`config.mk`:
```
export PLATFORM = sky130hd
export DESIGN_NAME = sps_stepper_phase_sequencer
export DESIGN_NICKNAME = d
export VERILOG_FILES = /design/src/hw/sps_pkg.sv /design/src/hw/sps_stepper_phase_sequencer.sv /design/src/hw/sps_sync.sv
export VERILOG_INCLUDE_DIRS = /design/src /design/src/hw
export SDC_FILE = /design/constraint.sdc
export NUM_CORES = 1
export LEC_CHECK = 0
export BUFFER_PORTS_ARGS = -buffer_cell sky130_fd_sc_hd__buf_4
export CAP_MARGIN = 20
export CORE_MARGIN = 2
export CORE_UTILIZATION = 50
export CTS_BUF_LIST = sky130_fd_sc_hd__clkbuf_8
export CTS_CLUSTER_SIZE = 30
export DETAILED_ROUTE_END_ITERATION = 10
export HOLD_SLACK_MARGIN = 0.03
export PLACE_DENSITY_LB_ADDON = 0.25
export RECOVER_POWER = 100
export SYNTH_ARGS = -nofsm -noshare
export SYNTH_HDL_FRONTEND = slang
export SYNTH_SLANG_ARGS = --single-unit
```
`constraint.sdc`:
```
create_clock -name CLOCK_I -period 4.8 [get_ports CLOCK_I]
set_clock_uncertainty 0.15 [all_clocks]
set_input_delay 0.24 -clock CLOCK_I [delete_from_list [all_inputs] [get_ports CLOCK_I]]
set_output_delay 0.24 -clock CLOCK_I [all_outputs]
set_load 0.02 [all_outputs]
```
`src/hw/sps_regs.svh`:
```
// Register map, field positions, reset values and timing counts of the
// stepper phase sequencer; assumes a 100 MHz system clock.
// Operation
// - After reset, first gate switches on first
// - Only step clock rising edges advance pattern
// - Direction level picks forward or backward stepping
// - Direction low forward, high reverse rotation
// - Enable low forces all four gates off
// - Enable high resumes from kept sequence position; the code still steps the position while enable is low
// - Mode low full step, high half step
// - Mode change keeps present phase position
// - Static step clock holds present outputs energised
// - Full step: each gate on two periods
// - Half step: each gate on three periods
// - Reset low clears sequencer, gates off
`ifndef SPS_REGS_SVH
`define SPS_REGS_SVH

// Register byte offsets
`define SPS_CTRL_OFS 8'h00
`define SPS_STATUS_OFS 8'h04
`define SPS_COUNT_OFS 8'h08

// Control fields
`define SPS_CTRL_SW_EN_BIT 0
`define SPS_CTRL_CNT_CLR_BIT 1
`define SPS_CTRL_ERR_CLR_BIT 2
`define SPS_CTRL_RESET 1'b1

// Status fields
`define SPS_ST_POS_LSB 0
`define SPS_ST_MODE_BIT 3
`define SPS_ST_DIR_BIT 4
`define SPS_ST_COIL_LSB 5
`define SPS_ST_SEQRST_BIT 9
`define SPS_ST_ERR_BIT 10

// Sequence start position and bus answers
`define SPS_POS_RESET 3'h0
`define SPS_RESP_OKAY 2'h0
`define SPS_RESP_SLVERR 2'h2

// Timing
`define SPS_CLK_PERIOD_NS 10
`define SPS_STEP_MIN_PULSE_NS 10000
`define SPS_STEP_MIN_PULSE_CYC \
  ((`SPS_STEP_MIN_PULSE_NS + `SPS_CLK_PERIOD_NS - 1) / `SPS_CLK_PERIOD_NS)

`endif

```
`src/hw/sps_pkg.sv`:
```
// Types of the stepper phase sequencer: modes, bus states, winding table.
// Assumes the coil vector order {coil_two_rev, coil_one_rev, coil_two_fwd, first_gate}.
package sps_pkg;

  typedef enum logic {
    SPS_MODE_FULL = 1'b0,
    SPS_MODE_HALF = 1'b1
  } sps_mode_t;

  typedef enum logic [1:0] {
    SPS_BUS_IDLE = 2'b01,
    SPS_BUS_RESP = 2'b10
  } sps_bus_state_t;

  // Winding pattern for each of the eight half-step positions
  function automatic logic [3:0] sps_pattern(input logic [2:0] pos);
    logic [3:0] p;
    p = 4'h0;
    case (pos)
      3'h0: p = 4'h1;
      3'h1: p = 4'h3;
      3'h2: p = 4'h2;
      3'h3: p = 4'h6;
      3'h4: p = 4'h4;
      3'h5: p = 4'hC;
      3'h6: p = 4'h8;
      3'h7: p = 4'h9;
      default: p = 4'h0;
    endcase
    return p;
  endfunction

endpackage

```
`src/hw/sps_stepper_phase_sequencer.sv`:
```
// Top of the stepper phase sequencer: pin sampling, phase stepping,
// gate outputs and an AXI4-Lite register slave.
// Assumes all step-side pins are asynchronous to CLOCK_I.
//
// The AXI4-Lite slave port and the address map were chosen for this implementation.
`timescale 1ns/1ps
`include "sps_regs.svh"
module sps_stepper_phase_sequencer
  import sps_pkg::*;
#(
  parameter int unsigned MIN_PULSE_CYC = `SPS_STEP_MIN_PULSE_CYC,
  parameter int unsigned ADDR_W = 8
)(
  input wire logic CLOCK_I,
  input wire logic RST_N_I,
  input wire logic STEP_CLK_I,
  input wire logic DIRECTION_SELECT_I,
  input wire logic MODE_I,
  input wire logic ENABLE_I,
  input wire logic RESET_LOW_INPUT_N_I,
  output logic FIRST_GATE_O,
  output logic COIL_TWO_FWD_O,
  output logic COIL_ONE_REV_O,
  output logic COIL_TWO_REV_O,
  input wire logic [ADDR_W-1:0] AXI_AWADDR_I,
  input wire logic AXI_AWVALID_I,
  output logic AXI_AWREADY_O,
  input wire logic [31:0] AXI_WDATA_I,
  input wire logic [3:0] AXI_WSTRB_I,
  input wire logic AXI_WVALID_I,
  output logic AXI_WREADY_O,
  output logic [1:0] AXI_BRESP_O,
  output logic AXI_BVALID_O,
  input wire logic AXI_BREADY_I,
  input wire logic [ADDR_W-1:0] AXI_ARADDR_I,
  input wire logic AXI_ARVALID_I,
  output logic AXI_ARREADY_O,
  output logic [31:0] AXI_RDATA_O,
  output logic [1:0] AXI_RRESP_O,
  output logic AXI_RVALID_O,
  input wire logic AXI_RREADY_I
);

  localparam int unsigned LEN_W = $clog2(MIN_PULSE_CYC + 1);

  logic [4:0] pin_s;
  logic step_s;
  logic dir_s;
  sps_mode_t mode_s;
  logic en_s;
  logic rst_pin_s;
  logic step_d;
  logic step_rise;
  logic step_edge;
  logic seq_rst;
  logic gate_ok;
  logic [2:0] pos;
  logic [2:0] eff;
  logic [2:0] next_pos;
  logic [3:0] coils;
  logic [31:0] count;
  logic [LEN_W-1:0] len;
  logic seen_edge;
  logic pulse_err;
  logic sw_en;
  sps_bus_state_t wst;
  sps_bus_state_t rst_st;
  logic aw_hold;
  logic w_hold;
  logic [ADDR_W-1:0] aw_addr;
  logic [31:0] w_data;
  logic [3:0] w_strb;
  logic do_write;
  logic ctrl_hit;
  logic cnt_clr;
  logic err_clr;
  logic [31:0] status_word;

  // Pin synchronisers
  sps_sync #(.WIDTH(5)) u_sync (
    .clk_i(CLOCK_I),
    .rst_n_i(RST_N_I),
    .d_i({RESET_LOW_INPUT_N_I, ENABLE_I, MODE_I, DIRECTION_SELECT_I, STEP_CLK_I}),
    .q_o(pin_s)
  );

  assign step_s = pin_s[0];
  assign dir_s = pin_s[1];
  assign mode_s = sps_mode_t'(pin_s[2]);
  assign en_s = pin_s[3];
  assign rst_pin_s = pin_s[4];
  assign seq_rst = ~rst_pin_s;

  // Step clock edge detection on the synchronised level
  always_ff @(posedge CLOCK_I or negedge RST_N_I) begin
    if (!RST_N_I) begin
      step_d <= 1'b0;
    end else begin
      step_d <= step_s;
    end
  end

  assign step_rise = step_s & ~step_d;
  assign step_edge = step_s ^ step_d;

  // Shown position and next position
  always_comb begin
    eff = pos;
    if (mode_s == SPS_MODE_FULL && !pos[0]) begin
      eff = pos - 3'h1;
    end
    if (mode_s == SPS_MODE_HALF) begin
      next_pos = dir_s ? pos - 3'h1 : pos + 3'h1;
    end else begin
      next_pos = dir_s ? eff - 3'h2 : eff + 3'h2;
    end
  end

  // Sequence position, kept while clock is still, stepped even while enable is low
  always_ff @(posedge CLOCK_I or negedge RST_N_I) begin
    if (!RST_N_I) begin
      pos <= `SPS_POS_RESET;
    end else if (seq_rst) begin
      pos <= `SPS_POS_RESET;
    end else if (step_rise) begin
      pos <= next_pos;
    end
  end

  assign gate_ok = rst_pin_s & en_s & sw_en;

  // Registered winding gate outputs
  always_ff @(posedge CLOCK_I or negedge RST_N_I) begin
    if (!RST_N_I) begin
      coils <= 4'h0;
    end else if (gate_ok) begin
      coils <= sps_pattern(eff);
    end else begin
      coils <= 4'h0;
    end
  end

  assign FIRST_GATE_O = coils[0];
  assign COIL_TWO_FWD_O = coils[1];
  assign COIL_ONE_REV_O = coils[2];
  assign COIL_TWO_REV_O = coils[3];

  // Signed half-step position count
  always_ff @(posedge CLOCK_I or negedge RST_N_I) begin
    if (!RST_N_I) begin
      count <= 32'h0000_0000;
    end else begin
      if (cnt_clr || seq_rst) begin
        count <= 32'h0000_0000;
      end else if (step_rise) begin
        if (mode_s == SPS_MODE_HALF) begin
          count <= dir_s ? count - 32'h0000_0001 : count + 32'h0000_0001;
        end else begin
          count <= dir_s ? count - 32'h0000_0002 : count + 32'h0000_0002;
        end
      end
    end
  end

  // Step clock level length, saturating
  always_ff @(posedge CLOCK_I or negedge RST_N_I) begin
    if (!RST_N_I) begin
      len <= '0;
      seen_edge <= 1'b0;
    end else if (step_edge) begin
      len <= '0;
      seen_edge <= 1'b1;
    end else if (len != LEN_W'(MIN_PULSE_CYC)) begin
      len <= len + LEN_W'(1);
    end
  end

  // Sticky short-pulse flag; a new error wins over a clear
  always_ff @(posedge CLOCK_I or negedge RST_N_I) begin
    if (!RST_N_I) begin
      pulse_err <= 1'b0;
    end else if (step_edge && seen_edge && len < LEN_W'(MIN_PULSE_CYC - 1)) begin
      pulse_err <= 1'b1;
    end else if (err_clr) begin
      pulse_err <= 1'b0;
    end
  end

  // Write channel handshakes
  assign AXI_AWREADY_O = (wst == SPS_BUS_IDLE) && !aw_hold;
  assign AXI_WREADY_O = (wst == SPS_BUS_IDLE) && !w_hold;
  assign AXI_BVALID_O = (wst == SPS_BUS_RESP);
  assign do_write = (wst == SPS_BUS_IDLE) && aw_hold && w_hold;
  assign ctrl_hit = do_write && aw_addr == ADDR_W'(`SPS_CTRL_OFS) && w_strb[0];
  assign cnt_clr = ctrl_hit && w_data[`SPS_CTRL_CNT_CLR_BIT];
  assign err_clr = ctrl_hit && w_data[`SPS_CTRL_ERR_CLR_BIT];

  // Write address and data capture in either order
  always_ff @(posedge CLOCK_I or negedge RST_N_I) begin
    if (!RST_N_I) begin
      aw_hold <= 1'b0;
      w_hold <= 1'b0;
      aw_addr <= '0;
      w_data <= 32'h0000_0000;
      w_strb <= 4'h0;
    end else if (do_write) begin
      aw_hold <= 1'b0;
      w_hold <= 1'b0;
    end else begin
      if (AXI_AWVALID_I && AXI_AWREADY_O) begin
        aw_hold <= 1'b1;
        aw_addr <= AXI_AWADDR_I;
      end
      if (AXI_WVALID_I && AXI_WREADY_O) begin
        w_hold <= 1'b1;
        w_data <= AXI_WDATA_I;
        w_strb <= AXI_WSTRB_I;
      end
    end
  end

  // Write state and response
  always_ff @(posedge CLOCK_I or negedge RST_N_I) begin
    if (!RST_N_I) begin
      wst <= SPS_BUS_IDLE;
      AXI_BRESP_O <= `SPS_RESP_OKAY;
    end else begin
      case (wst)
        SPS_BUS_IDLE: begin
          if (do_write) begin
            wst <= SPS_BUS_RESP;
            AXI_BRESP_O <= (aw_addr == ADDR_W'(`SPS_CTRL_OFS)) ? `SPS_RESP_OKAY
                                                                : `SPS_RESP_SLVERR;
          end
        end
        SPS_BUS_RESP: begin
          if (AXI_BREADY_I) begin
            wst <= SPS_BUS_IDLE;
          end
        end
        default: wst <= SPS_BUS_IDLE;
      endcase
    end
  end

  // Software gate enable
  always_ff @(posedge CLOCK_I or negedge RST_N_I) begin
    if (!RST_N_I) begin
      sw_en <= `SPS_CTRL_RESET;
    end else if (ctrl_hit) begin
      sw_en <= w_data[`SPS_CTRL_SW_EN_BIT];
    end
  end

  // Status word assembly
  always_comb begin
    status_word = 32'h0000_0000;
    status_word[`SPS_ST_POS_LSB +: 3] = pos;
    status_word[`SPS_ST_MODE_BIT] = mode_s;
    status_word[`SPS_ST_DIR_BIT] = dir_s;
    status_word[`SPS_ST_COIL_LSB +: 4] = coils;
    status_word[`SPS_ST_SEQRST_BIT] = seq_rst;
    status_word[`SPS_ST_ERR_BIT] = pulse_err;
  end

  assign AXI_ARREADY_O = (rst_st == SPS_BUS_IDLE);
  assign AXI_RVALID_O = (rst_st == SPS_BUS_RESP);

  // Read state, data and response
  always_ff @(posedge CLOCK_I or negedge RST_N_I) begin
    if (!RST_N_I) begin
      rst_st <= SPS_BUS_IDLE;
      AXI_RDATA_O <= 32'h0000_0000;
      AXI_RRESP_O <= `SPS_RESP_OKAY;
    end else begin
      case (rst_st)
        SPS_BUS_IDLE: begin
          if (AXI_ARVALID_I) begin
            rst_st <= SPS_BUS_RESP;
            AXI_RRESP_O <= `SPS_RESP_OKAY;
            case (AXI_ARADDR_I)
              ADDR_W'(`SPS_CTRL_OFS): AXI_RDATA_O <= {31'h0000_0000, sw_en};
              ADDR_W'(`SPS_STATUS_OFS): AXI_RDATA_O <= status_word;
              ADDR_W'(`SPS_COUNT_OFS): AXI_RDATA_O <= count;
              default: begin
                AXI_RDATA_O <= 32'h0000_0000;
                AXI_RRESP_O <= `SPS_RESP_SLVERR;
              end
            endcase
          end
        end
        SPS_BUS_RESP: begin
          if (AXI_RREADY_I) begin
            rst_st <= SPS_BUS_IDLE;
          end
        end
        default: rst_st <= SPS_BUS_IDLE;
      endcase
    end
  end
endmodule

```
`src/hw/sps_sync.sv`:
```
// Two-flop synchroniser for a bundle of independent level inputs.
// Assumes each bit is a slow level; bits are not coherent with each other.
`timescale 1ns/1ps
module sps_sync #(
  parameter int unsigned WIDTH = 1
)(
  input wire logic clk_i,
  input wire logic rst_n_i,
  input wire logic [WIDTH-1:0] d_i,
  output logic [WIDTH-1:0] q_o
);

  logic [WIDTH-1:0] meta;

  // First stage feeds only the second
  always_ff @(posedge clk_i or negedge rst_n_i) begin
    if (!rst_n_i) begin
      meta <= '0;
      q_o <= '0;
    end else begin
      meta <= d_i;
      q_o <= meta;
    end
  end

endmodule

```
==> reports/metrics.yaml <==
cts_resized: 0
crit_fanout: 22
hpwl_microns: 9960
grt_use_met3_pct: 5.98
drc: 0
crit_path_max_incr_delay_ps: 960
antenna_found_initial: 0
viasPerCell: 5.55
hold_viol_final: 0
grt_pass1_vias: 5208
cp-startpoint: "u_sync.q_o[1]"
fin_util_pct: 61.0
critPathCaptureType: "register"
path_cells: "ha_1 -> a211o_1 -> a21oi_1 -> a21oi_1 -> o22ai_1 -> a31oi_1 -> a221oi_1 -> o21a_1 -> mux2i_1 -> mux2i_1"
startpoint_type: "register"
core_sq_um: 12700
fin_total_pwr_mw: 2.80
ys_ff_latch: 115
crit_type: "register to register"
max_freq_mhz: 245
ys_warn_count: 0
min_from: "AXI_ARADDR_I[3]"
routed_wl_microns: 14600
fill_cells: 1144
fin_crit_ps: 4090
clock-sinks: 115
synth_flop_cell: "dfrtp_1"
syn_inst: 685
multi_input_comb_area_sq_um: 3370
cts_tree: "done"
max_cap_violations: 2
globalRouteOverflowTotal: 0
drt_iter0_markers: 383
path_buf_inv: 0
drt-pass1-iter-count: 5
die_width_microns: 118
hold-worst-slack_ps: 191
rsz0062_at_grt: "false"
worstHoldPathCells: 4
syn_area_sq_um: 6530
syn_to_final_growth_pct: 18.4
ant_nets: 0
slowest_stage: "dfrtp_1"
async_flop_share_pct: 100
portBuffers: 74
postCtsSetupRepairBufs: 0
drv_slew: 136
setup_viol: 0
clock-root-buffer: "clkbuf_8"
ys_seq_area_share_pct: 44.1
cellPowerDensity_nw_per_um2: 362
row_count: 41
violations: "capacitance limit, slew limit"
grt.total_usage_pct: 21.9
globalplace.congestion: 0.897
dieArea_sq_um: 14000
critPathTopFamily: "compound AO/OA/AOI/OAI gates"
final.setup.tns_ps: 0
mostFrequentLayoutCells: "dfrtp_1, nand2_1, nor2_1"
layout.nets: 878
start_util_pct: 51.5
tightest_slew_ps: 1940
rr_startpoint: "u_sync.q_o[1]"
layout-drive-gt1-share_pct: 11.5
htreeDepth: 4
post-route-period-util_pct: 85.1
die_h_microns: 118
use_met2_pct: 33.8
hp-class: "primary input to register"
clock_latency_ps: 430
yosysUniqueCellTypes: 64
cts_buffers: 17
grt_start_max_net_pins: 78
cp.arrival_ps: 4290
final_common_cell: "dfrtp_1"
synth_largest_area_cell: "dfrtp_1"
vias: 5340
grt_first_pass_wirelength_microns: 24900
clk_path_buf_depth: 2
wl_per_cell_microns: 15.2
r2r_slack_ps: 710
ios: 109
rr_worst_depth: 10
path_depth: 10
synth_area_leaders: "dfrtp_1, ha_1, nand2_1, o21ai_0, xnor2_1"
synth_edf_count: 0
synth_top_area_share_pct: 42.9
slew_headroom_pct: -29.5
grt-busiest-layer: "met2"
seq_area_sq_um: 2880
p_leak_nw: 3.54
status: "finished, violations left"
diodes: 0
clk_pin_slew_ps: 70
irDropWorstVdd_mv: 0.247
use_met1_pct: 30.2
required_ps: 5000
syn_avg_cell_area_sq_um: 9.53
synthesized netlist by cell type (5+ instances only):
cell type  number
a22oi_1        10
ha_1           35
o21ai_0        52
nand2_1        85
nand3_1        19
and3_1          7
mux2_2         14
nand4_1         7
xnor2_1        25
inv_1          24
xor2_1         10
nor2b_1         8
mux2i_1        21
a21oi_1        40
dfrtp_1       112
nor3b_1         5
clkbuf_1       29
nand2b_1        8
a21o_1         21
nor2_1         58
a211oi_1        9
cells by family after synthesis:
kind of cell / count (synthesis) / synth area share [%]
xor gates and xnor gates: 35 / 4.69
adders and majority gates: 37 / 7.32
AOI/OAI and AO/OA: 178 / 18.5
DFF: 115 / 44.1
other: 1 / 0.0574
muxes: 35 / 5.63
buffers and inverters: 59 / 3.53
and+or+nand+nor: 225 / 16.2
metal layers:
layer / vias to the layer above / wire length, microns
met1: 2547 / 6860
met4: 0 / 150
met2: 170 / 6680
met3: 16 / 926
li1: 2607 / -
met5: - / 0
per-stage QoR:
step	setup WS, ps	instance area [sq um]	std cells
after floorplan	1260	6530	686
after global placement	1200	7220	903
after detailed placement	1150	7220	904
after CTS	1090	7960	962
after global routing	499	7730	962
final	714	7730	962
layout make-up:
type,count,area share [%]
Timing Repair Buffer,107,9.06
Sequential cell,115,37.3
Clock inverter,11,2.38
Clock buffer,21,3.74
Multi-Input combinational cell,512,43.6
Inverter,24,1.17
Tap cell,172,2.78
state kept, by name, indices dropped and copies added (netlist names), 2 cells and up:
register	cells
w_data	3
len	10
aw_addr	8
count	32
u_sync.q_o	5
u_sync.meta	5
wst	2
rst_st	2
coils	4
pos	3
AXI_RDATA_O	32
what timing repair did:
| item | CTS | global route |
|---|---|---|
| hold buffers | 26 | 0 |
| endpoints found under the setup margin | 0 | 0 |
| endpoints found under the hold margin | 99 | 0 |
worst register-to-register path: stages, from the launching register on:
cell and delay [ps]:
dfrtp_1 960, ha_1 460, a211o_1 290, a21oi_1 260, a21oi_1 140, o22ai_1 190
a31oi_1 120, a221oi_1 730, o21a_1 270, mux2i_1 240, mux2i_1 200
worst paths after layout:
| path | to |
|---|---|
| worst max register to register | count[31] |
| max in group asynchronous | wst[0] |
| min in group asynchronous | count[26] |
| worst min register to register | u_sync.q_o[4] |
| worst max-delay path | count[31] |
| worst min-delay path | AXI_RDATA_O[8] |
power breakdown:
group,leakage [nW],internal [mW],switching [mW]
Clock,0.250,0.669,0.381
Sequential,1.50,1.08,0.0779
Combinational,1.79,0.262,0.328
Total,3.54,2.01,0.787
(Power assumes the default switching activity.)
